$ cat src/inc/port_slot_pkg.sv
// Constants for the per-port slot issue, queued-active and notification registers
package port_slot_pkg;
  // Bus geometry
  localparam int ADDR_W = 8;
  localparam int DATA_W = 32;
  // Register byte offsets
  localparam logic [7:0] OFS_INT_STATUS = 8'h10;
  localparam logic [7:0] OFS_INT_MASK = 8'h14;
  localparam logic [7:0] OFS_PORT_CTRL = 8'h18;
  localparam logic [7:0] OFS_QUEUED_ACTIVE = 8'h34;
  localparam logic [7:0] OFS_SLOT_ISSUE = 8'h38;
  localparam logic [7:0] OFS_NOTIFY = 8'h3C;
  // Values after reset
  localparam logic [31:0] RST_QUEUED_ACTIVE = 32'h0000_0000;
  localparam logic [31:0] RST_SLOT_ISSUE = 32'h0000_0000;
  localparam logic [15:0] RST_NOTIFY = 16'h0000;
  localparam logic [2:0] RST_INT = 3'h0;
  // Field positions
  localparam int POS_RUN_CONTROL = 0;
  localparam int NOTIFY_W = 16;
  localparam int INT_W = 3;
  localparam int INT_NOTIFY = 0;
  localparam int INT_QUEUED_DONE = 1;
  localparam int INT_SLOT_DONE = 2;
  // Bus responses
  localparam logic [1:0] RESP_OKAY = 2'h0;
  localparam logic [1:0] RESP_SLVERR = 2'h2;
endpackage : port_slot_pkg

$ cat src/rtl/port_cmd_issue_active_notify.sv
// Per-port command issue, queued-active and async notification registers behind AXI4-Lite
`timescale 1ns/1ps
`default_nettype none

module port_cmd_issue_active_notify (
  input wire logic clk_in,
  input wire logic sys_rst_in,
  // AXI4-Lite write address
  input wire logic s_axi_awvalid_in,
  output logic s_axi_awready_out,
  input wire logic [7:0] s_axi_awaddr_in,
  // AXI4-Lite write data
  input wire logic s_axi_wvalid_in,
  output logic s_axi_wready_out,
  input wire logic [31:0] s_axi_wdata_in,
  input wire logic [3:0] s_axi_wstrb_in,
  // AXI4-Lite write response
  output logic s_axi_bvalid_out,
  input wire logic s_axi_bready_in,
  output logic [1:0] s_axi_bresp_out,
  // AXI4-Lite read address
  input wire logic s_axi_arvalid_in,
  output logic s_axi_arready_out,
  input wire logic [7:0] s_axi_araddr_in,
  // AXI4-Lite read data
  output logic s_axi_rvalid_out,
  input wire logic s_axi_rready_in,
  output logic [31:0] s_axi_rdata_out,
  output logic [1:0] s_axi_rresp_out,
  // Received set-device-bits FIS, one-cycle strobe
  input wire logic sdb_valid_in,
  input wire logic [31:0] sdb_sactive_in,
  input wire logic sdb_ok_in,
  input wire logic sdb_notify_in,
  input wire logic [3:0] sdb_pm_port_in,
  // Received FIS clearing busy, data request and error for one slot
  input wire logic slot_done_valid_in,
  input wire logic [4:0] slot_done_idx_in,
  // Register state seen by the rest of the port
  output logic [31:0] tag_outstanding_bits_out,
  output logic [31:0] slot_issued_bits_out,
  output logic port_run_control_out,
  output logic irq_out
);

  // Whole state of the block
  typedef struct packed {
    logic [31:0] tag_outstanding_bits;
    logic [31:0] slot_issued_bits;
    logic [15:0] multiplier_port_notify_bits;
    logic port_run_control;
    logic [2:0] int_status;
    logic [2:0] int_mask;
    logic aw_held;
    logic [7:0] aw_addr;
    logic w_held;
    logic [31:0] w_data;
    logic [3:0] w_strb;
    logic bvalid;
    logic [1:0] bresp;
    logic rvalid;
    logic [31:0] rdata;
    logic [1:0] rresp;
  } state_t;

  state_t state_q;
  state_t state_d;

  // Byte strobes widened to a bit mask
  function automatic logic [31:0] strb_mask(input logic [3:0] strb);
    logic [31:0] m;
    m = 32'h0000_0000;
    for (int i = 0; i < 4; i++) begin
      m[i*8 +: 8] = {8{strb[i]}};
    end
    return m;
  endfunction : strb_mask

  // True for an offset that holds a register
  function automatic logic addr_known(input logic [7:0] a);
    logic [7:0] w;
    w = {a[7:2], 2'b00};
    return (w == port_slot_pkg::OFS_INT_STATUS) || (w == port_slot_pkg::OFS_INT_MASK) ||
           (w == port_slot_pkg::OFS_PORT_CTRL) || (w == port_slot_pkg::OFS_QUEUED_ACTIVE) ||
           (w == port_slot_pkg::OFS_SLOT_ISSUE) || (w == port_slot_pkg::OFS_NOTIFY);
  endfunction : addr_known

  // Combinational helpers
  logic wr_do;            // Both halves of a write are held and the response slot is free
  logic [7:0] wr_word;    // Word-aligned write offset
  logic [31:0] wr_bits;   // Written ones under the byte strobes
  logic run_fall;         // Software moves run control from one to zero
  logic [31:0] active_set;
  logic [31:0] active_clr;
  logic [31:0] issue_set;
  logic [31:0] issue_clr;
  logic [15:0] notify_set;
  logic [15:0] notify_clr;
  logic [2:0] int_set;
  logic [2:0] int_clr;
  logic [7:0] rd_word;
  logic [31:0] rd_val;

  // Handshake outputs follow the held flags directly
  assign s_axi_awready_out = !state_q.aw_held && !state_q.bvalid;
  assign s_axi_wready_out = !state_q.w_held && !state_q.bvalid;
  assign s_axi_arready_out = !state_q.rvalid;
  assign s_axi_bvalid_out = state_q.bvalid;
  assign s_axi_bresp_out = state_q.bresp;
  assign s_axi_rvalid_out = state_q.rvalid;
  assign s_axi_rdata_out = state_q.rdata;
  assign s_axi_rresp_out = state_q.rresp;
  assign tag_outstanding_bits_out = state_q.tag_outstanding_bits;
  assign slot_issued_bits_out = state_q.slot_issued_bits;
  assign port_run_control_out = state_q.port_run_control;
  // Level interrupt while any unmasked status bit is set
  assign irq_out = |(state_q.int_status & state_q.int_mask);

  // Next-state logic for bus, registers and events
  always_comb begin
    state_d = state_q;
    wr_do = state_q.aw_held && state_q.w_held && !state_q.bvalid;
    wr_word = {state_q.aw_addr[7:2], 2'b00};
    wr_bits = state_q.w_data & strb_mask(state_q.w_strb);
    rd_word = {s_axi_araddr_in[7:2], 2'b00};
    // Run control falls only by a software write with bit 0 strobed low
    run_fall = wr_do && (wr_word == port_slot_pkg::OFS_PORT_CTRL) && state_q.w_strb[0] &&
               state_q.port_run_control && !state_q.w_data[port_slot_pkg::POS_RUN_CONTROL];
    // Software sets: zeros written leave bits alone
    active_set = (wr_do && wr_word == port_slot_pkg::OFS_QUEUED_ACTIVE) ? wr_bits : 32'h0000_0000;
    issue_set = (wr_do && wr_word == port_slot_pkg::OFS_SLOT_ISSUE) ? wr_bits : 32'h0000_0000;
    // Hardware clears from successful completion FIS
    active_clr = (sdb_valid_in && sdb_ok_in) ? sdb_sactive_in : 32'h0000_0000;
    issue_clr = 32'h0000_0000;
    if (slot_done_valid_in) begin
      issue_clr[slot_done_idx_in] = 1'b1;
    end
    // Notification from port 0 covers a directly attached device too
    notify_set = 16'h0000;
    if (sdb_valid_in && sdb_notify_in) begin
      notify_set[sdb_pm_port_in] = 1'b1;
    end
    // Only the low sixteen bits take a clear; upper bits are not stored
    notify_clr = (wr_do && wr_word == port_slot_pkg::OFS_NOTIFY) ?
                 wr_bits[port_slot_pkg::NOTIFY_W-1:0] : 16'h0000;
    // Interrupt events
    int_set = 3'h0;
    int_set[port_slot_pkg::INT_NOTIFY] = |notify_set;
    int_set[port_slot_pkg::INT_QUEUED_DONE] = |(active_clr & state_q.tag_outstanding_bits);
    int_set[port_slot_pkg::INT_SLOT_DONE] = |(issue_clr & state_q.slot_issued_bits);
    int_clr = (wr_do && wr_word == port_slot_pkg::OFS_INT_STATUS) ?
              wr_bits[port_slot_pkg::INT_W-1:0] : 3'h0;

    // Set wins over a clear in the same cycle
    state_d.tag_outstanding_bits = (state_q.tag_outstanding_bits & ~active_clr) | active_set;
    state_d.slot_issued_bits = (state_q.slot_issued_bits & ~issue_clr) | issue_set;
    if (run_fall) begin
      // Stopping the port drops every outstanding tag and issued slot
      state_d.tag_outstanding_bits = port_slot_pkg::RST_QUEUED_ACTIVE;
      state_d.slot_issued_bits = port_slot_pkg::RST_SLOT_ISSUE;
    end
    state_d.multiplier_port_notify_bits = (state_q.multiplier_port_notify_bits & ~notify_clr) | notify_set;
    state_d.int_status = (state_q.int_status & ~int_clr) | int_set;

    // Plain read-write control registers
    if (wr_do && wr_word == port_slot_pkg::OFS_PORT_CTRL && state_q.w_strb[0]) begin
      state_d.port_run_control = state_q.w_data[port_slot_pkg::POS_RUN_CONTROL];
    end
    if (wr_do && wr_word == port_slot_pkg::OFS_INT_MASK && state_q.w_strb[0]) begin
      state_d.int_mask = state_q.w_data[port_slot_pkg::INT_W-1:0];
    end

    // Write address and data are taken in either order
    if (s_axi_awvalid_in && s_axi_awready_out) begin
      state_d.aw_held = 1'b1;
      state_d.aw_addr = s_axi_awaddr_in;
    end
    if (s_axi_wvalid_in && s_axi_wready_out) begin
      state_d.w_held = 1'b1;
      state_d.w_data = s_axi_wdata_in;
      state_d.w_strb = s_axi_wstrb_in;
    end
    // Perform the write and raise the response
    if (wr_do) begin
      state_d.aw_held = 1'b0;
      state_d.w_held = 1'b0;
      state_d.bvalid = 1'b1;
      state_d.bresp = addr_known(state_q.aw_addr) ? port_slot_pkg::RESP_OKAY : port_slot_pkg::RESP_SLVERR;
    end else if (state_q.bvalid && s_axi_bready_in) begin
      state_d.bvalid = 1'b0;
    end

    // Read mux
    unique case (rd_word)
      port_slot_pkg::OFS_INT_STATUS: rd_val = {29'h0, state_q.int_status};
      port_slot_pkg::OFS_INT_MASK: rd_val = {29'h0, state_q.int_mask};
      port_slot_pkg::OFS_PORT_CTRL: rd_val = {31'h0, state_q.port_run_control};
      port_slot_pkg::OFS_QUEUED_ACTIVE: rd_val = state_q.tag_outstanding_bits;
      port_slot_pkg::OFS_SLOT_ISSUE: rd_val = state_q.slot_issued_bits;
      port_slot_pkg::OFS_NOTIFY: rd_val = {16'h0000, state_q.multiplier_port_notify_bits};
      default: rd_val = 32'h0000_0000;
    endcase
    if (s_axi_arvalid_in && s_axi_arready_out) begin
      state_d.rvalid = 1'b1;
      state_d.rdata = rd_val;
      state_d.rresp = addr_known(s_axi_araddr_in) ? port_slot_pkg::RESP_OKAY : port_slot_pkg::RESP_SLVERR;
    end else if (state_q.rvalid && s_axi_rready_in) begin
      state_d.rvalid = 1'b0;
    end
  end

  // State register; only the controller reset clears it
  always_ff @(posedge clk_in or posedge sys_rst_in) begin
    if (sys_rst_in) begin
      state_q <= '0;
      state_q.tag_outstanding_bits <= port_slot_pkg::RST_QUEUED_ACTIVE;
      state_q.slot_issued_bits <= port_slot_pkg::RST_SLOT_ISSUE;
      state_q.multiplier_port_notify_bits <= port_slot_pkg::RST_NOTIFY;
      state_q.int_status <= port_slot_pkg::RST_INT;
      state_q.int_mask <= port_slot_pkg::RST_INT;
    end else begin
      state_q <= state_d;
    end
  end
endmodule : port_cmd_issue_active_notify

`default_nettype wire

$ cat config.mk
export PLATFORM = sky130hd
export DESIGN_NAME = port_cmd_issue_active_notify
export DESIGN_NICKNAME = d
export VERILOG_FILES = /design/src/inc/port_slot_pkg.sv /design/src/rtl/port_cmd_issue_active_notify.sv
export SDC_FILE = /design/constraint.sdc
export NUM_CORES = 1
export LEC_CHECK = 0
export ABC_AREA = 1
export BUFFER_PORTS_ARGS = -buffer_cell sky130_fd_sc_hd__buf_4
export CORE_MARGIN = 2
export CORE_UTILIZATION = 55
export DETAILED_ROUTE_END_ITERATION = 10
export PLACE_DENSITY = 0.81
export RECOVER_POWER = 100
export SLEW_MARGIN = 10
export SYNTH_ARGS = -nofsm -noshare
export SYNTH_HDL_FRONTEND = slang
export SYNTH_SLANG_ARGS = --single-unit
$ cat constraint.sdc
create_clock -name clk_in -period 7 [get_ports clk_in]
set_input_delay 0.7 -clock clk_in [delete_from_list [all_inputs] [get_ports clk_in]]
set_output_delay 0.7 -clock clk_in [all_outputs]
set_load 0.005 [all_outputs]
==> results of run 1 <==
## through the flow
step / worst slack (ps) / std cells / utilization / cell area (µm²) / total power [mW]
floorplan: 1780 / 1198 / - / 9270 / 2.04
global route: 2510 / 1518 / 0.639 / 10600 / 3.40
detailed placement: 3930 / 1487 / 0.612 / 10100 / 2.37
CTS: 4370 / 1518 / 0.646 / 10700 / 3.25
global placement: 3960 / 1487 / 0.612 / 10100 / 2.34
finish: 3240 / 1518 / 0.639 / 10600 / 3.23
## area by class of cell
| type | count | area (µm²) |
|---|---|---|
| clock buffer | 24 | 482 |
| clock inverter | 7 | 71.3 |
| fill | 1488 | 5970 |
| inverter | 164 | 617 |
| multi-input combinational | 727 | 3450 |
| sequential | 167 | 4180 |
| tap | 220 | 275 |
| timing repair buffer | 209 | 1480 |
## sequential cells by signal, indices dropped and copies added (netlist names)
| name | flops |
|---|---|
| s_axi_rdata_out | 32 |
| port_run_control_out | 1 |
| tag_outstanding_bits_out | 32 |
| s_axi_rresp_out | 1 |
| s_axi_bvalid_out | 1 |
| slot_issued_bits_out | 32 |
| state_q | 66 |
| s_axi_bresp_out | 1 |
| s_axi_rvalid_out | 1 |
## worst max-delay path, delay by kind of cell
| family | cells | cell delay (ps) |
|---|---|---|
| buffers and inverters | 3 | 3390 |
## how the worst max path moves through the flow
stage	end	slack (ps)
2_1_floorplan	port_run_control_out	1780
3_3_place_gp	state_q[88]	3960
3_5_place_dp	state_q[88]	3930
4_1_cts	state_q[88]	4370
5_1_grt	state_q[50]	2510
6_report	tag_outstanding_bits_out[4]	3240
## cell families (layout without fill, tap and decap cells)
logic type / Yosys count / count (layout) / synth area share
multiplexers: 37 / 37 / 0.0450
other: 1 / 2 / 0.000405
AO/OA/AOI/OAI: 174 / 174 / 0.100
AND/OR/NAND/NOR: 514 / 514 / 0.230
buffers and inverters: 304 / 404 / 0.174
flip-flops: 167 / 167 / 0.451
## power by group through the flow
stage	clock network, mW	logic, mW	registers [mW]
final	0.883	0.892	1.46
after global routing	0.937	0.980	1.48
after CTS	0.894	0.907	1.45
after detailed placement	0	0.902	1.47
after global placement	0	0.880	1.46
after floorplan	0	0.677	1.37
## layer usage
layer  vias to the layer above  track usage  part of all wire
met4                         0        0.102             0.024
met1                      3865        0.425              0.43
met3                        53       0.0692             0.093
met2                       412        0.432              0.45
met5                         -            0                 0
li1                       3861            -                 -
## cell usage in the layout, fill, tap and decap left out, types with 2 or more instances in the layout
cell type / n
nand2_1: 345
clkbuf_8: 3
o21ai_0: 91
dfrtp_1: 167
clkinv_2: 2
inv_1: 155
nor2_2: 5
nor2_1: 69
clkbuf_1: 28
nor3_1: 14
o22ai_1: 24
inv_2: 5
buf_4: 100
nor3_2: 2
o211ai_1: 3
clkinvlp_4: 3
mux2_2: 36
nor2_4: 3
clkbuf_16: 17
clkinv_1: 3
a21oi_1: 10
nand4_1: 7
clkbuf_4: 85
nand3_1: 69
conb_1: 2
a22oi_1: 2
o21ai_1: 40
==> qor.csv, run 1 <==
metric,value,unit
"Primary FF master, synth",dfrtp_1,
CTS tree,yes,
Total Routing Usage GR,0.293,
sum of negative setup slack,0,ps
share of layout cells above drive strength 1,0.203,
Sw Share,0.343,
first-pass GRT wire length,40.3,mm
setup bufs post-CTS,0,
proportion of netlist area held by the largest area contributor,0.451,
Fin Hold WS,447,ps
Congestion Overflow GR,0,
number of global-route vias before repair,7459,
Worst setup SP type,input pin,
core footprint,0.0165,mm²
Hold Startpoint,s_axi_bready_in,
Root Driver,clkbuf_16,
Hold Path Class,input pin to register,
Post-synth EDFFs,0,
Critical Path Sink Type,async pin,
ant diodes,0,
Final setup viols,0,
Max VDD drop,238,µV
synth cell count leaders,"344 x nand2_1, 167 x dfrtp_1, 154 x inv_1",
hold depth,2,
vias,8191,
vias per cell,5.40,
Synth warnings,0,
violated checks,"max-capacitance violations, max-slew violations",
CTS max path bufs,2,
Clock power frac,0.273,
FF-to-FF path depth,8,
initial antenna violation count,0,
num rows,47,
total length of routed wires,25.8,mm
Post-Syn Instances,1197,
Area Overhead vs Synth,13.9,%
Seq pwr share,0.451,
cells along the critical path,clkbuf_4 > clkinvlp_2 > buf_4,
slowest cell on the critical path,clkinvlp_2,
Arrival @ worst endpoint,4180,ps
hold endpoint,s_axi_bvalid_out,
RR Endpoint,tag_outstanding_bits_out[14],
Pint,2.12,mW
Die ar.,0.0179,mm²
final hold vios,0,
synth top area cells,"dfrtp_1 45%, nand2_1 14%, buf_4 8.3%",
I/O Buffers,204,
RePlAce Congestion,0.988,
sequential cell area fraction in the yosys report,0.451,
Clock Sinks,167,
most frequent cell after synthesis,nand2_1,
Routed Antenna Nets,0,
Leak Pwr,5.62,nW
net switching power,1.11,mW
DRT iter0 DRCs,1002,
slew of the pin with the lowest slew margin,4070,ps
# DRC,0,
RSZ-0062 raised after global routing,no,
Mapped Avg Cell Area,7.74,µm²
"Clk Latency, worst-skew pair",420,ps
slew margin rel.,-1.73,
Final Max Slew Viols,199,
max-cap violation count,3,
period utilisation layout,0.537,
fmax,0.266,GHz
worst-path maximum fanout,94,
Pre-antenna DRT Iters,6,
"area leader, netlist",dfrtp_1,
origin of the critical flop-to-flop path,s_axi_bvalid_out,
Tmin final,3760,ps
Num CTS Buffers,17,
Syn Std Cell Area,0.00926,mm²
Worst Setup SP,sys_rst_in,
Layout Nets,1390,
Post-synth ARST share,1.00,
synthesized flop and latch total,167,
combinational group share of total power,0.276,
Reg2Reg Setup Slack,3830,ps
DIE WIDTH,134,µm
Worst EP required,7420,ps
post-synth cell types,30,
routed len/inst,17.0,µm
initial cell density of the core,0.561,
H-tree levels,4,
Die H,134,µm
status,"finished, violations left",
kind of critical path,input pin to async pin,
post-CTS sizing,0,
Pwr per Cell Area,306,mW/mm²
hold buffers post-CTS,0,
IO Pins,211,
max incr delay on CP,2270,ps
pin count of the biggest net entering global routing,95,
clock-pin slew on the worst setup and hold paths,60,ps
HPWL after detailed placement,19.1,mm
Max Clock Skew,7.22,ps
Note: power is estimated with default switching activity, not from simulation.
==> inputs of run 2 (changes only) <==
--- a/config.mk
+++ b/config.mk
@@ -8,9 +8,9 @@
 export ABC_AREA = 1
 export BUFFER_PORTS_ARGS = -buffer_cell sky130_fd_sc_hd__buf_4
 export CORE_MARGIN = 2
-export CORE_UTILIZATION = 55
+export CORE_UTILIZATION = 50
 export DETAILED_ROUTE_END_ITERATION = 10
-export PLACE_DENSITY = 0.81
+export PLACE_DENSITY = 0.78
 export RECOVER_POWER = 100
 export SLEW_MARGIN = 10
 export SYNTH_ARGS = -nofsm -noshare
==> constraint.sdc (replaced) <==
create_clock -name clk_in -period 3.25 [get_ports clk_in]
set_input_delay 0.325 -clock clk_in [delete_from_list [all_inputs] [get_ports clk_in]]
set_output_delay 0.325 -clock clk_in [all_outputs]
set_load 0.005 [all_outputs]
==> qor.csv, run 2 (synthesis results as in run 1) <==
metric,value,unit,change
final setup margin,696,ps,was 3240 ps
Hold Path Class,input pin to register,,unchanged
Num CTS Buffers,17,,unchanged
CTS max path bufs,2,,unchanged
RSZ-0062 raised after global routing,no,,unchanged
total length of routed wires,26.7,mm,was 25.8 mm
Die ar.,0.0196,mm²,was 0.0179 mm²
max incr delay on CP,1430,ps,was 2270 ps
cells along the critical path,nor2_1 > nand2_1 > clkbuf_1 > mux2_2,,was clkbuf_4 > clkinvlp_2 > buf_4
routed len/inst,17.4,µm,was 17.0 µm
Pwr per Cell Area,675,mW/mm²,was 306 mW/mm²
Total Routing Usage GR,0.275,,was 0.293
I/O Buffers,204,,unchanged
Congestion Overflow GR,0,,unchanged
Area Overhead vs Synth,15.2,%,was 13.9%
pin count of the biggest net entering global routing,109,,was 95
fmax,0.392,GHz,
ant diodes,0,,unchanged
num rows,49,,was 47
Tmin final,2550,ps,
initial cell density of the core,0.512,,was 0.561
Fin Hold WS,87.3,ps,was 447 ps
Seq pwr share,0.437,,was 0.451
# DRC,12,,was 0
slew of the pin with the lowest slew margin,2000,ps,was 4070 ps
IO Pins,211,,unchanged
Layout Nets,1395,,was 1390
number of global-route vias before repair,7801,,was 7459
Final setup viols,0,,unchanged
net switching power,2.44,mW,was 1.11 mW
max reg flops,66,,unchanged
multi-input logic area,0.00345,mm²,about the same
final hold vios,0,,unchanged
CTS tree,yes,,unchanged
Pint,4.76,mW,was 2.12 mW
status,"finished, violations left",,unchanged
setup bufs post-CTS,0,,unchanged
Clock power frac,0.298,,was 0.273
Root Driver,clkbuf_16,,unchanged
# fillers,1665,,was 1488
Clock Sinks,167,,unchanged
Max VDD drop,606,µV,was 238 µV
RePlAce Congestion,0.960,,was 0.988
Worst EP required,3560,ps,was 7420 ps
Leak Pwr,5.68,nW,was 5.62 nW
Pre-antenna DRT Iters,10,,was 6
kind of critical path,register to register,,was input pin to async pin
first-pass GRT wire length,41.9,mm,was 40.3 mm
slowest cell on the critical path,clkbuf_1,,was clkinvlp_2
Die H,140,µm,was 134 µm
Largest Register,state_q,,unchanged
vias per cell,5.32,,was 5.40
Tot Pwr,7.20,mW,was 3.23 mW
"Clk Latency, worst-skew pair",430,ps,was 420 ps
violated checks,"design-rule violations, max-capacitance violations, max-slew violations",,"was max-capacitance violations, max-slew violations"
H-tree levels,4,,unchanged
Max Clock Skew,6.87,ps,was 7.22 ps
Critical Path Sink Type,register,,was async pin
initial antenna violation count,0,,unchanged
Sequential Area,0.00418,mm²,unchanged
hold depth,2,,unchanged
Routed Antenna Nets,0,,unchanged
slew margin rel.,-0.331,,was -1.73
max-cap violation count,1,,was 3
dpl ws,936,ps,was 3930 ps
combinational group share of total power,0.265,,was 0.276
share of layout cells above drive strength 1,0.206,,was 0.203
FF-to-FF path depth,4,,was 8
Arrival @ worst endpoint,2860,ps,was 4180 ps
"most common cell after layout, fill and taps aside",nand2_1,,unchanged
Worst setup SP type,register,,was input pin
clock-pin slew on the worst setup and hold paths,60,ps,about the same
DRT iter0 DRCs,961,,was 1002
Final Max Slew Viols,39,,was 199
core footprint,0.0181,mm²,was 0.0165 mm²
vias,8156,,was 8191
HPWL after detailed placement,19.9,mm,was 19.1 mm
Sw Share,0.339,,was 0.343
most frequent cells in the layout,"344 x nand2_1, 167 x dfrtp_1, 155 x inv_1, 101 x buf_4, 91 x o21ai_0",,"was 345 x nand2_1, 167 x dfrtp_1, 155 x inv_1, 100 x buf_4, 91 x o21ai_0"
DIE WIDTH,140,µm,was 134 µm
worst-path maximum fanout,38,,was 94
sum of negative setup slack,0,ps,unchanged
period utilisation layout,0.786,,
final core occ,0.590,,was 0.639
==> run 2: cell count changes in the layout (fill, tap and decap cells not counted), moves of 2 or more <==
cell	before	now
nor2_2	5	3
clkbuf_8	3	1
bufinv_16	1	4
clkinvlp_4	3	6
clkinv_2	2	0
nor2_1	69	72
==> run 2: final timing paths <==
kind	startpoint	end	slack (ps)
hold reg to reg	s_axi_rdata_out[8]	s_axi_rdata_out[8]	480
min in group asynchronous	sys_rst_in	s_axi_bvalid_out	440
setup / recovery	s_axi_bvalid_out	state_q[61]	700
setup reg to reg	s_axi_bvalid_out	state_q[61]	700
max in group asynchronous	sys_rst_in	s_axi_rdata_out[1]	960
hold / removal	s_axi_bready_in	s_axi_bvalid_out	90
==> run 2: layer usage <==
| metal | wire (µm) | track usage | part of all wire |
|---|---|---|---|
| met3 | 2540 | 0.0701 | 0.095 |
| met4 | 896 | 0.114 | 0.034 |
| met2 | 11800 | 0.412 | 0.44 |
| met5 | 0 | 0 | 0 |
| met1 | 11400 | 0.384 | 0.43 |
==> run 2: what timing repair did <==
| item | in CTS | in global routing |
|---|---|---|
| hold buffers | 1 | 0 |
| resized for setup | 0 | 0 |
| endpoints found under the hold margin | 9 | 0 |
==> run 2: worst max-delay path, delay by kind of cell (launching register included) <==
family                 cells  cell delay (ps)
buffers and inverters      1             1430
flip-flops                 1              400
multiplexers               1              460
AND/OR/NAND/NOR            2              140
==> run 2: per-stage QoR <==
stage	std cells	instance area [µm²]
6_report	1533	10700
2_1_floorplan	1198	9270
4_1_cts	1533	10800
3_3_place_gp	1500	10200
5_1_grt	1533	10700
3_5_place_dp	1500	10200
==> run 2: cell type report <==
class                   instances  share of cell area
flip-flops and latches        167               0.392
multi-input cells             727               0.324
repair buffers                214               0.141
inverters                     164              0.0578
clock buffers                  21              0.0422
well taps                     229              0.0269
clock inverters                11              0.0163
==> run 2: power by group through the flow <==
stage | clock network (mW) | registers (mW) | logic, mW
5_1_grt | 2.26 | 3.21 | 2.12
2_1_floorplan | 0 | 2.94 | 1.46
3_5_place_dp | 0 | 3.17 | 1.95
6_report | 2.15 | 3.14 | 1.91
3_3_place_gp | 0 | 3.15 | 1.90
4_1_cts | 2.18 | 3.14 | 1.96
